**config.mk**
```make
export PLATFORM = sky130hd
export DESIGN_NAME = pmr_regs
export DESIGN_NICKNAME = d
export VERILOG_FILES = /design/src/core/pmr_pkg.sv /design/src/core/pmr_wake_ctl.sv /design/src/core/pmr_d3_exit.sv /design/src/core/pmr_regs.sv
export SDC_FILE = /design/constraint.sdc
export NUM_CORES = 1
export LEC_CHECK = 0
export BUFFER_PORTS_ARGS = -buffer_cell sky130_fd_sc_hd__buf_2
export CAP_MARGIN = 25
export CORE_MARGIN = 4
export CORE_UTILIZATION = 39
export DETAILED_ROUTE_END_ITERATION = 16
export PLACE_DENSITY_LB_ADDON = 0.12
export SLEW_MARGIN = 20
export SYNTH_ARGS = -nofsm -noshare
export SYNTH_HDL_FRONTEND = slang
export SYNTH_HIERARCHICAL = 1
export SYNTH_SLANG_ARGS = --single-unit
```
**constraint.sdc**
```tcl
create_clock -name i_core_clk -period 2.2 [get_ports i_core_clk]
set_input_delay 0.22 -clock i_core_clk [delete_from_list [all_inputs] [get_ports i_core_clk]]
set_output_delay 0.22 -clock i_core_clk [all_outputs]
set_load 0.01 [all_outputs]
```
**src/core/pmr_pkg.sv**
```systemverilog
package pmr_pkg;
	// configuration space byte offsets
	localparam logic [7:0] PMR_OFS_CAP_ID   = 8'hA0;
	localparam logic [7:0] PMR_OFS_NEXT_PTR = 8'hA1;
	localparam logic [7:0] PMR_OFS_CAP      = 8'hA2;
	localparam logic [7:0] PMR_OFS_CSR      = 8'hA4;
	localparam logic [7:0] PMR_CAP_ID_VAL   = 8'h01;
	localparam logic [7:0] PMR_NEXT_PTR_VAL = 8'h00;
	// capabilities field positions
	localparam int PMR_CAP_COLD_WAKE = 15;
	localparam int PMR_CAP_WAKE_HI   = 14;
	localparam int PMR_CAP_WAKE_LO   = 11;
	localparam int PMR_CAP_D2        = 10;
	localparam int PMR_CAP_D1        = 9;
	localparam int PMR_CAP_RSVD_HI   = 8;
	localparam int PMR_CAP_DSI       = 5;
	localparam int PMR_CAP_AUX       = 4;
	localparam int PMR_CAP_CLK       = 3;
	localparam int PMR_CAP_VER_HI    = 2;
	localparam logic [2:0] PMR_VER_R11 = 3'h2;
	localparam logic [2:0] PMR_VER_R12 = 3'h3;
	localparam logic PMR_COLD_WAKE_RST = 1'b1;
	// control/status field positions
	localparam int PMR_CSR_STATUS   = 15;
	localparam int PMR_CSR_SCALE_HI = 14;
	localparam int PMR_CSR_ENABLE   = 8;
	localparam int PMR_CSR_RSVD_HI  = 7;
	localparam int PMR_CSR_PS_HI    = 1;
	localparam logic [15:0] PMR_CSR_RST = 16'h0000;
	// internal reset length after leaving the hot off state
	localparam int PMR_FUNC_RST_CYCLES = 4;
	typedef enum logic [1:0] {
		PMR_D0    = 2'h0,
		PMR_D1    = 2'h1,
		PMR_D2    = 2'h2,
		PMR_D3HOT = 2'h3
	} pmr_pstate_t;
endpackage

```
**src/core/pmr_wake_ctl.sv**
```systemverilog
`timescale 1ns/10ps
module pmr_wake_ctl (
	// clock and resets
	input  wire logic i_core_clk,
	input  wire logic i_rstn,
	input  wire logic i_bus_reset_n,
	// event and software access
	input  wire logic i_event,
	input  wire logic i_status_clr,
	input  wire logic i_enable_wr,
	input  wire logic i_enable_val,
	// state
	output logic      o_status,
	output logic      o_enable,
	output logic      o_wake_n
);
	logic status_d;
	logic enable_d;

	always_comb begin
		status_d = o_status;
		if (!i_bus_reset_n && !o_enable) begin
			status_d = 1'b0;
		end else if (i_event) begin
			status_d = 1'b1;
		end else if (i_status_clr) begin
			status_d = 1'b0;
		end
		enable_d = i_enable_wr ? i_enable_val : o_enable;
	end

	always_ff @(posedge i_core_clk or negedge i_rstn) begin
		if (!i_rstn) begin
			o_status <= 1'b0;
		end else begin
			o_status <= status_d;
		end
	end

	// global reset only; bus reset leaves it alone
	always_ff @(posedge i_core_clk or negedge i_rstn) begin
		if (!i_rstn) begin
			o_enable <= 1'b0;
		end else begin
			o_enable <= enable_d;
		end
	end

	always_ff @(posedge i_core_clk or negedge i_rstn) begin
		if (!i_rstn) begin
			o_wake_n <= 1'b1;
		end else begin
			o_wake_n <= !(status_d && enable_d);
		end
	end
endmodule

```
**src/core/pmr_d3_exit.sv**
```systemverilog
`timescale 1ns/10ps
module pmr_d3_exit #(
	parameter int CYCLES = pmr_pkg::PMR_FUNC_RST_CYCLES
) (
	// clock and reset
	input  wire logic       i_core_clk,
	input  wire logic       i_rstn,
	// power state write
	input  wire logic       i_ps_wr,
	input  wire logic [1:0] i_ps_new,
	input  wire logic [1:0] i_ps_cur,
	// internal function reset
	output logic            o_func_reset
);
	localparam int CW = $clog2(CYCLES + 1);

	logic [CW-1:0] cnt_q;
	logic [CW-1:0] cnt_d;
	logic          leave_d3;

	assign leave_d3 = i_ps_wr && i_ps_cur == pmr_pkg::PMR_D3HOT
		&& i_ps_new == pmr_pkg::PMR_D0;

	always_comb begin
		cnt_d = cnt_q;
		if (leave_d3) begin
			cnt_d = CW'(CYCLES);
		end else if (cnt_q != '0) begin
			cnt_d = cnt_q - CW'(1);
		end
	end

	always_ff @(posedge i_core_clk or negedge i_rstn) begin
		if (!i_rstn) begin
			cnt_q <= '0;
			o_func_reset <= 1'b0;
		end else begin
			cnt_q <= cnt_d;
			o_func_reset <= cnt_d != '0;
		end
	end
endmodule

```
**src/core/pmr_regs.sv**
```systemverilog
`timescale 1ns/10ps
module pmr_regs #(
	parameter logic AUX_SUPPLY           = 1'b0,
	parameter logic WAKE_NEEDS_BUS_CLOCK = 1'b0,
	parameter int   FUNC_RST_CYCLES      = pmr_pkg::PMR_FUNC_RST_CYCLES
) (
	// clock and global reset
	input  wire logic        i_core_clk,
	input  wire logic        i_rstn,
	// bus reset
	input  wire logic        i_bus_reset_n,
	// configuration access
	input  wire logic        i_cfg_rd,
	input  wire logic        i_cfg_wr,
	input  wire logic [7:0]  i_cfg_addr,
	input  wire logic [3:0]  i_cfg_be,
	input  wire logic [31:0] i_cfg_wdata,
	output logic [31:0]      o_cfg_rdata,
	output logic             o_cfg_ack,
	// device side
	input  wire logic        i_pm_revision_select,
	input  wire logic        i_wake_event,
	output logic             o_wake_n,
	output logic [1:0]       o_power_state,
	output logic             o_func_reset
);
	// bit offsets of each register inside its configuration dword
	localparam int CB = 8 * int'(pmr_pkg::PMR_OFS_CAP[1:0]);
	localparam int SB = 8 * int'(pmr_pkg::PMR_OFS_CSR[1:0]);
	localparam int IB = 8 * int'(pmr_pkg::PMR_OFS_CAP_ID[1:0]);
	localparam int NB = 8 * int'(pmr_pkg::PMR_OFS_NEXT_PTR[1:0]);

	if (FUNC_RST_CYCLES < 1 || FUNC_RST_CYCLES > 255) begin : g_chk
		$error("FUNC_RST_CYCLES out of range");
	end
	if (CB + 16 > 32 || SB + 16 > 32) begin : g_chk_ofs
		$error("register straddles a dword");
	end

	function automatic logic dw_hit(
		input logic [7:0] addr,
		input logic [7:0] ofs
	);
		return addr[7:2] == ofs[7:2];
	endfunction

	function automatic logic lane_on(
		input logic [3:0] be,
		input int         pos
	);
		logic [4:0] p;
		p = 5'(pos);
		return be[p[4:3]];
	endfunction

	logic        cold_wake_q;
	logic [1:0]  ps_q;
	logic        wake_status;
	logic        wake_enable;
	logic        wr_cap;
	logic        wr_csr;
	logic        rd_cap;
	logic        rd_csr;
	logic        ps_wr;
	logic        status_clr;
	logic        enable_wr;
	logic [15:0] cap_val;
	logic [15:0] csr_val;
	logic [31:0] rdata_d;

	assign wr_cap = i_cfg_wr && dw_hit(i_cfg_addr, pmr_pkg::PMR_OFS_CAP);
	assign wr_csr = i_cfg_wr && dw_hit(i_cfg_addr, pmr_pkg::PMR_OFS_CSR);
	assign rd_cap = i_cfg_rd && dw_hit(i_cfg_addr, pmr_pkg::PMR_OFS_CAP);
	assign rd_csr = i_cfg_rd && dw_hit(i_cfg_addr, pmr_pkg::PMR_OFS_CSR);

	assign ps_wr = wr_csr
		&& lane_on(i_cfg_be, SB + pmr_pkg::PMR_CSR_PS_HI);
	assign enable_wr = wr_csr
		&& lane_on(i_cfg_be, SB + pmr_pkg::PMR_CSR_ENABLE);
	// write-one-to-clear; a zero leaves the status alone
	assign status_clr = wr_csr
		&& lane_on(i_cfg_be, SB + pmr_pkg::PMR_CSR_STATUS)
		&& i_cfg_wdata[SB + pmr_pkg::PMR_CSR_STATUS];

	// firmware clears this when no auxiliary supply is fitted
	always_ff @(posedge i_core_clk or negedge i_rstn) begin
		if (!i_rstn) begin
			cold_wake_q <= pmr_pkg::PMR_COLD_WAKE_RST;
		end else if (wr_cap
			&& lane_on(i_cfg_be, CB + pmr_pkg::PMR_CAP_COLD_WAKE)) begin
			cold_wake_q <= i_cfg_wdata[CB + pmr_pkg::PMR_CAP_COLD_WAKE];
		end
	end

	// the internal hot-off exit reset does not reach this field
	always_ff @(posedge i_core_clk or negedge i_rstn) begin
		if (!i_rstn) begin
			ps_q <= pmr_pkg::PMR_CSR_RST[pmr_pkg::PMR_CSR_PS_HI:0];
		end else if (!i_bus_reset_n) begin
			ps_q <= pmr_pkg::PMR_D0;
		end else if (ps_wr) begin
			ps_q <= i_cfg_wdata[SB + pmr_pkg::PMR_CSR_PS_HI -: 2];
		end
	end
	assign o_power_state = ps_q;

	pmr_wake_ctl u_wake (
		.i_core_clk    (i_core_clk),
		.i_rstn        (i_rstn),
		.i_bus_reset_n (i_bus_reset_n),
		.i_event       (i_wake_event),
		.i_status_clr  (status_clr),
		.i_enable_wr   (enable_wr),
		.i_enable_val  (i_cfg_wdata[SB + pmr_pkg::PMR_CSR_ENABLE]),
		.o_status      (wake_status),
		.o_enable      (wake_enable),
		.o_wake_n      (o_wake_n)
	);

	pmr_d3_exit #(
		.CYCLES (FUNC_RST_CYCLES)
	) u_d3_exit (
		.i_core_clk   (i_core_clk),
		.i_rstn       (i_rstn),
		.i_ps_wr      (ps_wr && i_bus_reset_n),
		.i_ps_new     (i_cfg_wdata[SB + pmr_pkg::PMR_CSR_PS_HI -: 2]),
		.i_ps_cur     (ps_q),
		.o_func_reset (o_func_reset)
	);

	always_comb begin
		cap_val = 16'h0000;
		cap_val[pmr_pkg::PMR_CAP_COLD_WAKE] = cold_wake_q;
		cap_val[pmr_pkg::PMR_CAP_WAKE_HI:pmr_pkg::PMR_CAP_WAKE_LO] = 4'hF;
		cap_val[pmr_pkg::PMR_CAP_D2] = 1'b1;
		cap_val[pmr_pkg::PMR_CAP_D1] = 1'b1;
		// aux indicator only means something with cold wake support
		cap_val[pmr_pkg::PMR_CAP_AUX] = AUX_SUPPLY && cold_wake_q;
		cap_val[pmr_pkg::PMR_CAP_CLK] = WAKE_NEEDS_BUS_CLOCK;
		cap_val[pmr_pkg::PMR_CAP_VER_HI:0] = i_pm_revision_select
			? pmr_pkg::PMR_VER_R12 : pmr_pkg::PMR_VER_R11;
	end

	always_comb begin
		csr_val = pmr_pkg::PMR_CSR_RST;
		csr_val[pmr_pkg::PMR_CSR_STATUS] = wake_status;
		csr_val[pmr_pkg::PMR_CSR_ENABLE] = wake_enable;
		csr_val[pmr_pkg::PMR_CSR_PS_HI:0] = ps_q;
	end

	// unmapped dwords answer with zero
	always_comb begin
		rdata_d = 32'h0000_0000;
		if (rd_cap) begin
			rdata_d[CB +: 16] = cap_val;
			rdata_d[IB +: 8] = pmr_pkg::PMR_CAP_ID_VAL;
			rdata_d[NB +: 8] = pmr_pkg::PMR_NEXT_PTR_VAL;
		end else if (rd_csr) begin
			rdata_d[SB +: 16] = csr_val;
		end
	end

	always_ff @(posedge i_core_clk or negedge i_rstn) begin
		if (!i_rstn) begin
			o_cfg_rdata <= 32'h0000_0000;
		end else if (i_cfg_rd) begin
			o_cfg_rdata <= rdata_d;
		end
	end

	always_ff @(posedge i_core_clk or negedge i_rstn) begin
		if (!i_rstn) begin
			o_cfg_ack <= 1'b0;
		end else begin
			o_cfg_ack <= i_cfg_rd || i_cfg_wr;
		end
	end
endmodule

```
== Word-level counts from Yosys, hierarchy flattened ==
Index checks and enable logic that the tools add are counted.
Widths: inputs -> output; s select.
Word-level totals
  bits in registers: 43
  word-level logic and storage cells: 46
  output and inout bits: 37
Cells by class
  multiplexer cells: 12
  $add $sub $neg: 1
  reduce and logical (&&, ||, !) cells: 20
  eq/ne operators: 4
Operator list (number)
  $mux 16: 3
  $logic_and 1x1->1: 13
  $eq 6x6->1 const B: 2
  $mux 3: 2
  $reduce_bool 3->1: 2
  $mux 1: 5
  $mux 2: 2
  $logic_not 1->1: 3
  $sub 3x1->3 const B: 1
  $eq 2x2->1 const B: 1
  $logic_not 2->1: 1
  $ne 2x1->1 const B: 1
  $logic_or 1x1->1: 1

== Longest topological paths before layout ==
Gate-level depths: netlist of the first run.
  depth in word-level cells: 9
  depth in mapped cells: 5
  depth with buffers taken out: 5

== Modules after synthesis ==
Netlist of the first run, hierarchy kept.
By module, submodules not included
  pmr_regs: cells each 79, instances 1, area an instance 767.0 um^2
  pmr_d3_exit: cells each 21, instances 1, area an instance 236.5 um^2
  pmr_wake_ctl: cells each 7, instances 1, area an instance 122.6 um^2

== Worst setup path before layout of the first run ==
OpenSTA, ideal clock, no wires.
  path type: reg-to-reg
  start: register u_d3_exit.cnt_q[0]
  end: register u_d3_exit.o_func_reset
  period minus slack after synthesis: 1.563 ns
  arrival: 1.437 ns
  setup time: 0.126 ns
  setup slack: 0.637 ns
  path buffers: 0
  stages on the path, launching flop included: 6
  path through: dfrtp_1 -> inv_1 -> ha_1 -> ha_1 -> or3b_1 -> a221o_1
On the way
  word-level cells in the longest chain between the ends: 4
  elaborated cells between the ends (all ways): 5
Ends and longest elaborated chain
  start, declared: line pmr_d3_exit.sv:17  | logic [CW-1:0] cnt_q;
  start signal, assigned: line pmr_d3_exit.sv:38  | cnt_q <= cnt_d;
  $sub 3x1->3 or $reduce_bool 3->1 (tied branches): line pmr_d3_exit.sv:29, pmr_d3_exit.sv:28
  $mux 3 (*): line pmr_d3_exit.sv:28  | end else if (cnt_q != '0) begin
  $mux 3 (*): line pmr_d3_exit.sv:26  | if (leave_d3) begin
  $reduce_bool 3->1 (*): line pmr_d3_exit.sv:39  | o_func_reset <= cnt_d != '0;
  end signal, assigned: line pmr_d3_exit.sv:36  | o_func_reset <= 1'b0;
  end signal, assigned: line pmr_d3_exit.sv:39
  end, declared: line pmr_d3_exit.sv:13  | output logic o_func_reset
Every way passes the cells marked *; elsewhere a longest branch is shown, timed or not.
A chain may end at the register's enable or synchronous reset.

== Worst setup path after layout of the first run ==
Ends and elaborated chain as after synthesis.

==> impl_metrics.env, run 1 <==
export IMPL_status="finished, final reports clean"
export IMPL_io_pins=88
export IMPL_clock_skew_ns=0.0112
export IMPL_dr_first_iter_drc_count=9
export IMPL_async_reset_ff_share_pct=100
export IMPL_synth_cell_area_um2=1130
export IMPL_synth_top_area_share_pct=35.6
export IMPL_period_needed_ns=1.69
export IMPL_p_leak_nw=0.676
export IMPL_drive_above_1_share_pct=39.7
export IMPL_ant_nets=0
export IMPL_fillCellCount=275
export IMPL_p_comb_share_pct=14.2
export IMPL_cts_tree="done"
export IMPL_cts_buffer_depth=2
export IMPL_vias=819
export IMPL_required_ns=2.37
export IMPL_routed_wl_um=2180
export IMPL_max_cap_viol_count=0
export IMPL_p_sw_mw=0.153
export IMPL_yosysUniqueCellTypes=38
export IMPL_arrival_ns=1.85
export IMPL_grt_setup_unrepaired="no"
export IMPL_stdcell_area_um2=1260
export IMPL_post_cts_buffers=0
export IMPL_multi_input_area_um2=508
export IMPL_gp_congestion=0.753
export IMPL_utilization_pct=45.8
export IMPL_ys_seq_area_share_pct=40.2
export IMPL_synth_flop_cell="dfrtp_1"
export IMPL_clock_sinks=18
export IMPL_holdBufCountCts=1
export IMPL_synth_area_top_cells="dfrtp_1, buf_4, dfstp_2"
export IMPL_clk_pin_slew_ns=0.09
export IMPL_grt_pass1_wl_um=3420
export IMPL_finalSetupViolCount=0
export IMPL_min_period_over_period_pct=76.6
export IMPL_post_dp_hpwl_um=1800
export IMPL_cts_buffers=3
export IMPL_final_seq_area_um2=453
export IMPL_cp_start_kind="register"
export IMPL_clkPwrFrac_pct=27.2
export IMPL_route_detailed_drc=0
export IMPL_internal_power_mw=0.435
export IMPL_fin_setup_tns_ns=0
export IMPL_seqPwrFrac_pct=58.6
export IMPL_synth_edf_count=0
export IMPL_timing_final_max_slew_violations=0
export IMPL_grt_max_degree=19
export IMPL_drtPass1Iterations=4
export IMPL_grtUsageTotal_pct=12.4
export IMPL_coreArea_um2=2760
export IMPL_ir_worst_vdd_uv=291
export IMPL_grt_pass1_vias=772
export IMPL_syn2layout_area_growth_pct=12.2
export IMPL_core_rowCount=19
export IMPL_ys_seq_elements=18
export IMPL_num_antenna_cells=0
export IMPL_die_w_um=61.7
export IMPL_crit_type="register to register"
export IMPL_num_nets_final=197
export IMPL_critPathMaxFanout=5
export IMPL_cp_end_kind="register"
export IMPL_vias_per_cell=4.76
export IMPL_clk_latency_ns=0.29
export IMPL_antenna_found_initial=0
export IMPL_cts_root_buf="clkbuf_4"
export IMPL_fmax_mhz=593
export IMPL_holdWs_ns=0.129
export IMPL_synth_most_common_cell="buf_4"
export IMPL_hold_violations=0
export IMPL_floorplan_die_height_um=61.7
export IMPL_dieArea_um2=3810
export IMPL_cts_resized_gates=0
export IMPL_start_util_pct=40.8
export IMPL_wl_per_cell_um=12.7
export IMPL_numPortBuffers=38
export IMPL_overflow=0
export IMPL_placed_cell_area_um2=1230
export IMPL_yosysWarnings=6
export IMPL_syn_avg_cell_area_um2=10.5
export IMPL_cellPowerDensity_nw_per_um2=465
export IMPL_h_tree_depth=1
export IMPL_swShare_pct=26.1
export IMPL_synthTopCellsByCount="buf_4, dfrtp_1, inv_1"
export IMPL_syn_inst=107
export IMPL_synth_largest_area_cell="dfrtp_1"
export IMPL_hold_class="primary input to register"
==> cell families after synthesis <==
kind of cell	after synthesis	share of synthesized area (%)
AOI/OAI and AO/OA	17	11.1
other	1	0.333
muxes	3	3.33
xor gates and xnor gates	1	0.778
DFF	18	40.2
adders and majority gates	3	3.33
and+or+nand+nor	27	20.2
buffers and inverters	37	20.7
==> power by group through the flow <==
stage / Sequential, mW / Clock [mW] / Combinational [mW]
after global routing: 0.346 / 0.180 / 0.0943
final: 0.345 / 0.160 / 0.0835
after global placement: 0.351 / 0 / 0.0803
after floorplan: 0.351 / 0 / 0.0663
after detailed placement: 0.351 / 0 / 0.0823
after CTS: 0.345 / 0.164 / 0.0840
==> final timing paths <==
path	startpoint	end	slack, ns	cells after the start
worst max-delay path	u_d3_exit/cnt_q[0]$_DFF_PN0_	u_d3_exit/o_func_reset$_DFF_PN0_	0.51	5
worst min-delay path	i_wake_event	u_wake/o_wake_n$_DFF_PN1_	0.13	2
worst max register to register	u_d3_exit/cnt_q[0]$_DFF_PN0_	u_d3_exit/o_func_reset$_DFF_PN0_	0.51	5
worst min register to register	o_cfg_rdata[8]$_DFFE_PN0P_	o_cfg_rdata[8]$_DFFE_PN0P_	0.53	2
max in group asynchronous	i_rstn	u_wake/o_wake_n$_DFF_PN1_	1.48	2
min in group asynchronous	i_rstn	o_cfg_ack$_DFF_PN0_	0.39	2
==> metal layers <==
| metal | vias up | share of wire, % | track usage (%) |
|---|---|---|---|
| met3 | 2 | 9.8 | 3.10 |
| li1 | 398 | - | - |
| met2 | 40 | 45 | 19.9 |
| met1 | 379 | 44 | 16.2 |
| met5 | - | 0 | 0 |
| met4 | 0 | 1.2 | 4.55 |
==> critical path, cell delays in order (launching register included) <==
cell	delay (ns)
dfrtp_1	0.42
inv_1	0.07
ha_1	0.17
ha_1	0.23
or3b_1	0.36
a221o_1	0.33
==> layout make-up <==
type,count,share of cell area (%)
multi-input combinational,70,40.2
tap,31,3.07
inverter,11,3.27
sequential,18,35.8
clock buffer,3,1.78
timing repair buffer,39,15.8
==> flip-flops by register name (all words and copies together) (netlist names) <==
| signal | flops |
|---|---|
| o_cfg_rdata | 7 |
| u_wake/o_status | 1 |
| u_d3_exit/cnt_q | 3 |
| o_power_state | 2 |
| cold_wake_q | 1 |
| u_d3_exit/o_func_reset | 1 |
| o_cfg_ack | 1 |
| u_wake/o_enable | 1 |
| u_wake/o_wake_n | 1 |
==> stage by stage <==
stage	total power [mW]	setup WS [ns]	std cells
after CTS	0.593	0.502	172
after global placement	0.431	0.563	168
after detailed placement	0.434	0.528	168
after global routing	0.620	0.420	172
after floorplan	0.417	0.637	125
final	0.588	0.515	172
==> placed cells by master, fill, tap and decap left out, drive strengths merged <==
| master | Yosys | routed |
|---|---|---|
| or2 | 1 | 1 |
| or3b | 1 | 1 |
| o2111ai | 1 | 1 |
| ha | 3 | 3 |
| nor2b | 4 | 4 |
| and2 | 1 | 1 |
| nor4 | 1 | 1 |
| and2b | 1 | 1 |
| mux2 | 3 | 3 |
| nand4 | 2 | 2 |
| a21o | 1 | 1 |
| buf | 25 | 38 |
| nor3b | 1 | 1 |
| dfstp | 2 | 2 |
| o221ai | 1 | 1 |
| a21oi | 3 | 3 |
| and3 | 1 | 1 |
| o22ai | 3 | 3 |
| nand3b | 1 | 1 |
| conb | 1 | 19 |
| nor3 | 2 | 2 |
| clkbuf | 1 | 3 |
| o21ai | 3 | 3 |
| and4bb | 2 | 2 |
| dlygate4sd3 | 0 | 1 |
| nand4b | 1 | 1 |
| inv | 11 | 11 |
| a211oi | 1 | 1 |
| a221o | 1 | 1 |
| nand2 | 4 | 4 |
| dfrtp | 16 | 16 |
| and4b | 2 | 2 |
| a31o | 2 | 2 |
| nand4bb | 1 | 1 |
| nand3 | 1 | 1 |
| xor2 | 1 | 1 |
| o22a | 1 | 1 |
Note: power is estimated with default switching activity, not from simulation.
==> run 2: changes to the inputs <==
==> constraint.sdc (replaced) <==
create_clock -name i_core_clk -period 1.7 [get_ports i_core_clk]
set_input_delay 0.17 -clock i_core_clk [delete_from_list [all_inputs] [get_ports i_core_clk]]
set_output_delay 0.17 -clock i_core_clk [all_outputs]
set_load 0.01 [all_outputs]
==> run 2 against run 1 <==
Global-route usage decreased by 0.086 points. Final cell count is 1.2% higher. Sequential cell count stayed put. Via count decreased by 1.1%. Design area rose by 1.7%. Non-clock buffer count rose by 1. Sequential power rose by 29%. Combinational power up 29%. Critical path type unchanged. Critical endpoint unchanged. Highest routed layer unchanged.
==> impl_metrics.env, run 2 (same netlist as run 1, synthesis figures left out) <==
export IMPL_overflow=0
export IMPL_grtUsageTotal_pct=12.3
export IMPL_swShare_pct=25.1
export IMPL_max_cap_viol_count=0
export IMPL_clkPwrFrac_pct=32.0
export IMPL_power_mw=0.815
export IMPL_start_util_pct=40.8
export IMPL_dr_first_iter_drc_count=6
export IMPL_fin_ws_ns=0.0962
export IMPL_timing_final_max_slew_violations=0
export IMPL_numPortBuffers=38
export IMPL_min_period_over_period_pct=94.3
export IMPL_final_cell_mix="buf_2, conb_1, dfrtp_1, inv_1"
export IMPL_routed_wl_um=2190
export IMPL_largest_reg_flops=7
export IMPL_clock_sinks=18
export IMPL_syn2layout_area_growth_pct=14.1
export IMPL_num_antenna_cells=0
export IMPL_layout_commonest_cell="buf_2"
export IMPL_grt_max_degree=19
export IMPL_ant_nets=0
export IMPL_post_dp_hpwl_um=1780
export IMPL_grt_pass1_wl_um=3470
export IMPL_cts_buffers=3
export IMPL_cp_start_kind="register"
export IMPL_io_pins=88
export IMPL_arrival_ns=1.78
export IMPL_crit_path_start="u_d3_exit/cnt_q[0]$_DFF_PN0_"
export IMPL_floorplan_die_height_um=61.7
export IMPL_coreArea_um2=2760
export IMPL_gp_congestion=0.755
export IMPL_cts_tree="done"
export IMPL_critPathMaxFanout=4
export IMPL_period_needed_ns=1.60
export IMPL_seqPwrFrac_pct=54.7
export IMPL_cts_buffer_depth=2
export IMPL_p_leak_nw=0.687
export IMPL_status="finished, final reports clean"
export IMPL_crit_type="register to register"
export IMPL_post_layout_nonfiller_instances=174
export IMPL_fmax_mhz=624
export IMPL_required_ns=1.88
export IMPL_p_sw_mw=0.204
export IMPL_post_cts_buffers=0
export IMPL_fin_setup_tns_ns=0
export IMPL_ir_worst_vdd_uv=328
export IMPL_dpl_cell_count=169
export IMPL_vias_per_cell=4.66
export IMPL_internal_power_mw=0.611
export IMPL_clk_latency_ns=0.29
export IMPL_grt_pass1_vias=793
export IMPL_regMostFlops="o_cfg_rdata"
export IMPL_cellPowerDensity_nw_per_um2=634
export IMPL_route_detailed_drc=0
export IMPL_hold_class="primary input to register"
export IMPL_grt_setup_unrepaired="no"
export IMPL_antenna_found_initial=0
export IMPL_cts_root_buf="clkbuf_4"
export IMPL_finalSetupViolCount=0
export IMPL_h_tree_depth=1
export IMPL_wl_per_cell_um=12.6
export IMPL_clock_skew_ns=0.00365
export IMPL_core_rowCount=19
export IMPL_place_ws_ns=0.110
export IMPL_clk_pin_slew_ns=0.10
export IMPL_dieArea_um2=3810
export IMPL_drive_above_1_share_pct=40.6
export IMPL_cp_end_kind="register"
export IMPL_die_w_um=61.7
export IMPL_vias=810
export IMPL_drtPass1Iterations=4
export IMPL_r2r_start="u_d3_exit/cnt_q[0]$_DFF_PN0_"
export IMPL_hp_start="i_wake_event"
export IMPL_num_nets_final=198
export IMPL_p_comb_share_pct=13.2
export IMPL_hold_violations=0
-- run 2: routing by layer --
layer | vias to the layer above | part of all wire (%) | routed length (µm) | track usage, %
met4 | 0 | 1.2 | 27 | 5.45
met5 | - | 0 | 0 | 0
li1 | 396 | - | - | -
met3 | 2 | 10 | 228 | 1.86
met1 | 370 | 42 | 918 | 15.8
met2 | 42 | 46 | 1010 | 20.5
-- run 2: worst max-delay path: stages, from the launching register on --
cell and delay [ns]:
dfrtp_1 0.43, inv_1 0.08, ha_1 0.17, ha_1 0.16, or3b_1 0.34, a221o_1 0.32
-- run 2: cell type report --
cell class	instances	area [µm²]
clock buffer	4	36.3
fill	283	1470
inverter	11	41.3
multi-input combinational	70	508
sequential	18	453
tap	31	38.8
timing repair buffer	40	208
-- run 2: metrics by stage --
stage / hold slack (ns) / area (µm²) / utilization [%]
floorplan: -0.126 / 1190 / -
global placement: 0.119 / 1240 / 44.9
detailed placement: 0.124 / 1240 / 44.9
CTS: 0.0707 / 1280 / 46.6
global route: 0.0757 / 1280 / 46.6
finish: 0.0737 / 1280 / 46.6
-- run 2: worst paths after layout --
check	end	slack, ns	cells past startpoint
setup / recovery	u_d3_exit/o_func_reset$_DFF_PN0_	0.1	5
hold / removal	u_wake/o_wake_n$_DFF_PN1_	0.07	2
setup reg to reg	u_d3_exit/o_func_reset$_DFF_PN0_	0.1	5
hold reg to reg	o_cfg_rdata[8]$_DFFE_PN0P_	0.53	2
max in group asynchronous	u_wake/o_wake_n$_DFF_PN1_	1.05	2
min in group asynchronous	o_cfg_ack$_DFF_PN0_	0.33	2
-- run 2: power groups by stage --
stage	combinational (mW)	sequential (mW)	clock [mW]
finish	0.108	0.446	0.261
floorplan	0.0859	0.454	0
global placement	0.104	0.454	0
detailed placement	0.106	0.454	0
global route	0.123	0.447	0.289
CTS	0.108	0.446	0.271
-- run 2: repair_timing --
item / 4_1_cts / 5_1_grt
gates resized for setup: 0 / 0
hold buffers: 1 / 0
endpoints found under the hold margin: 16 / 0
setup endpoints to repair: 0 / 0
==> run 3: changes to the inputs <==
--- a/config.mk
+++ b/config.mk
@@ -11,6 +11,7 @@
 export CORE_UTILIZATION = 39
 export DETAILED_ROUTE_END_ITERATION = 16
 export PLACE_DENSITY_LB_ADDON = 0.12
+export SETUP_SLACK_MARGIN = 0.1
 export SLEW_MARGIN = 20
 export SYNTH_ARGS = -nofsm -noshare
 export SYNTH_HDL_FRONTEND = slang
==> run 3 against run 2 <==
Global-route usage unchanged. Register-to-register slack better by 0.06 ns. First-iteration DRC count is 17% lower. Sequential cell count is the same. Setup slack improved by 0.058 ns. Critical path depth unchanged. Clock power barely moved. Clock skew decreased by 0.00073 ns. Wire length up 0.82%. Maximum frequency up 3.7%. Count of clock-buffer cells in the layout stayed put. Design area up 2.1%. Critical path type unchanged. Critical endpoint unchanged.
==> impl_metrics.env, run 3 (same netlist as run 1, synthesis figures left out) <==
export IMPL_floorplan_die_height_um=61.7
export IMPL_clock_skew_ns=0.00291
export IMPL_ir_worst_vdd_uv=329
export IMPL_timing_final_max_slew_violations=0
export IMPL_overflow=0
export IMPL_ant_nets=0
export IMPL_finalSetupViolCount=0
export IMPL_status="finished, final reports clean"
export IMPL_cts_tree="done"
export IMPL_final_cell_mix="buf_2, conb_1, dfrtp_1, inv_1"
export IMPL_dieArea_um2=3810
export IMPL_grt_pass1_wl_um=3470
export IMPL_h_tree_depth=1
export IMPL_internal_power_mw=0.611
export IMPL_rrSetupSlack_ns=0.15
export IMPL_die_w_um=61.7
export IMPL_dr_first_iter_drc_count=5
export IMPL_syn2layout_area_growth_pct=16.6
export IMPL_critPathMaxFanout=2
export IMPL_arrival_ns=1.72
export IMPL_cts_root_buf="clkbuf_4"
export IMPL_largest_reg_flops=7
export IMPL_grtUsageTotal_pct=12.3
export IMPL_grt_max_degree=19
export IMPL_numPortBuffers=38
export IMPL_fmax_mhz=647
export IMPL_whs_endpoint="u_wake/o_wake_n$_DFF_PN1_"
export IMPL_drtPass1Iterations=4
export IMPL_hp_start="i_wake_event"
export IMPL_p_comb_share_pct=13.2
export IMPL_min_period_over_period_pct=91.0
export IMPL_regMostFlops="o_cfg_rdata"
export IMPL_clkPwrFrac_pct=32.0
export IMPL_num_antenna_cells=0
export IMPL_r2r_start="u_d3_exit/cnt_q[1]$_DFF_PN0_"
export IMPL_vias_per_cell=4.66
export IMPL_hold_violations=0
export IMPL_coreArea_um2=2760
export IMPL_start_util_pct=40.8
export IMPL_cts_buffers=3
export IMPL_clk_latency_ns=0.29
export IMPL_p_sw_mw=0.204
export IMPL_gp_congestion=0.755
export IMPL_period_needed_ns=1.55
export IMPL_cp_end_kind="register"
export IMPL_layout_commonest_cell="buf_2"
export IMPL_required_ns=1.88
export IMPL_hold_class="primary input to register"
export IMPL_num_nets_final=201
export IMPL_max_cap_viol_count=0
export IMPL_antenna_found_initial=0
export IMPL_io_pins=88
export IMPL_swShare_pct=25.0
export IMPL_fin_setup_tns_ns=0
export IMPL_hold_depth=2
export IMPL_reg2reg_depth=5
export IMPL_drive_above_1_share_pct=43.2
export IMPL_seqPwrFrac_pct=54.7
export IMPL_grt_pass1_vias=802
export IMPL_p_leak_nw=0.700
export IMPL_post_dp_hpwl_um=1780
export IMPL_routed_wl_um=2200
export IMPL_vias=825
export IMPL_reg2reg_to="u_d3_exit/o_func_reset$_DFF_PN0_"
export IMPL_crit_type="register to register"
export IMPL_wl_per_cell_um=12.4
export IMPL_core_rowCount=19
export IMPL_cp_start_kind="register"
export IMPL_route_detailed_drc=0
export IMPL_grt_setup_unrepaired="no"
export IMPL_clk_pin_slew_ns=0.10
export IMPL_cts_buffer_depth=2
export IMPL_cellPowerDensity_nw_per_um2=621
export IMPL_holdWs_ns=0.0733
export IMPL_clock_sinks=18
run 3: layout make-up:
type                    count  area [µm²]
fillers                   285        1450
multi-input cells          70         513
flip-flops and latches     18         453
repair buffers             43         230
inverters                  11        41.3
well taps                  31        38.8
clock buffers               4        36.3
run 3: worst max-delay path, cell delays in order, from the launching register on:
cell and delay [ns]:
dfrtp_1 0.40, inv_1 0.06, ha_2 0.17, ha_2 0.17, or3b_1 0.34, a221o_1 0.30
run 3: power groups by stage:
| stage | sequential, mW | combinational (mW) | clock [mW] |
|---|---|---|---|
| finish | 0.446 | 0.108 | 0.261 |
| global route | 0.447 | 0.123 | 0.289 |
| CTS | 0.446 | 0.108 | 0.271 |
| global placement | 0.454 | 0.104 | 0 |
| floorplan | 0.454 | 0.0859 | 0 |
| detailed placement | 0.454 | 0.106 | 0 |
run 3: per-layer routing:
| layer | GRT usage, % | vias up | wire length [µm] |
|---|---|---|---|
| met1 | 15.4 | 378 | 906 |
| met2 | 20.9 | 42 | 1040 |
| met4 | 5.45 | 0 | 27 |
| met5 | 0 | - | 0 |
| li1 | - | 403 | - |
| met3 | 1.86 | 2 | 228 |
run 3: how the worst max path moves through the flow:
stage	start	end	slack, ns	cells after the start
6_report	u_d3_exit/cnt_q[1]$_DFF_PN0_	u_d3_exit/o_func_reset$_DFF_PN0_	0.15	5
2_1_floorplan	u_d3_exit/cnt_q[0]$_DFF_PN0_	u_d3_exit/o_func_reset$_DFF_PN0_	0.14	5
3_3_place_gp	u_d3_exit/cnt_q[0]$_DFF_PN0_	u_d3_exit/o_func_reset$_DFF_PN0_	0.14	5
5_1_grt	u_d3_exit/cnt_q[1]$_DFF_PN0_	u_d3_exit/o_func_reset$_DFF_PN0_	0.11	5
3_5_place_dp	u_d3_exit/cnt_q[0]$_DFF_PN0_	u_d3_exit/o_func_reset$_DFF_PN0_	0.11	5
4_1_cts	u_d3_exit/cnt_q[1]$_DFF_PN0_	u_d3_exit/o_func_reset$_DFF_PN0_	0.13	5
run 3: per-stage QoR:
step | cell area [µm²] | util (%) | total power, mW | setup WS [ns] | instances
global placement | 1240 | 44.9 | 0.558 | 0.139 | 169
CTS | 1290 | 46.9 | 0.825 | 0.128 | 175
floorplan | 1190 | - | 0.540 | 0.137 | 125
finish | 1310 | 47.6 | 0.815 | 0.154 | 177
detailed placement | 1240 | 44.9 | 0.560 | 0.110 | 169
global route | 1310 | 47.6 | 0.859 | 0.111 | 177
run 3: what timing repair did:
item | in CTS | in global routing
resized for setup | 0 | 2
buffers inserted | 1 | 2
setup endpoints to repair | 1 | 1
endpoints found under the hold margin | 16 | 0
hold buffers | 1 | 0
pin swaps | 0 | 2
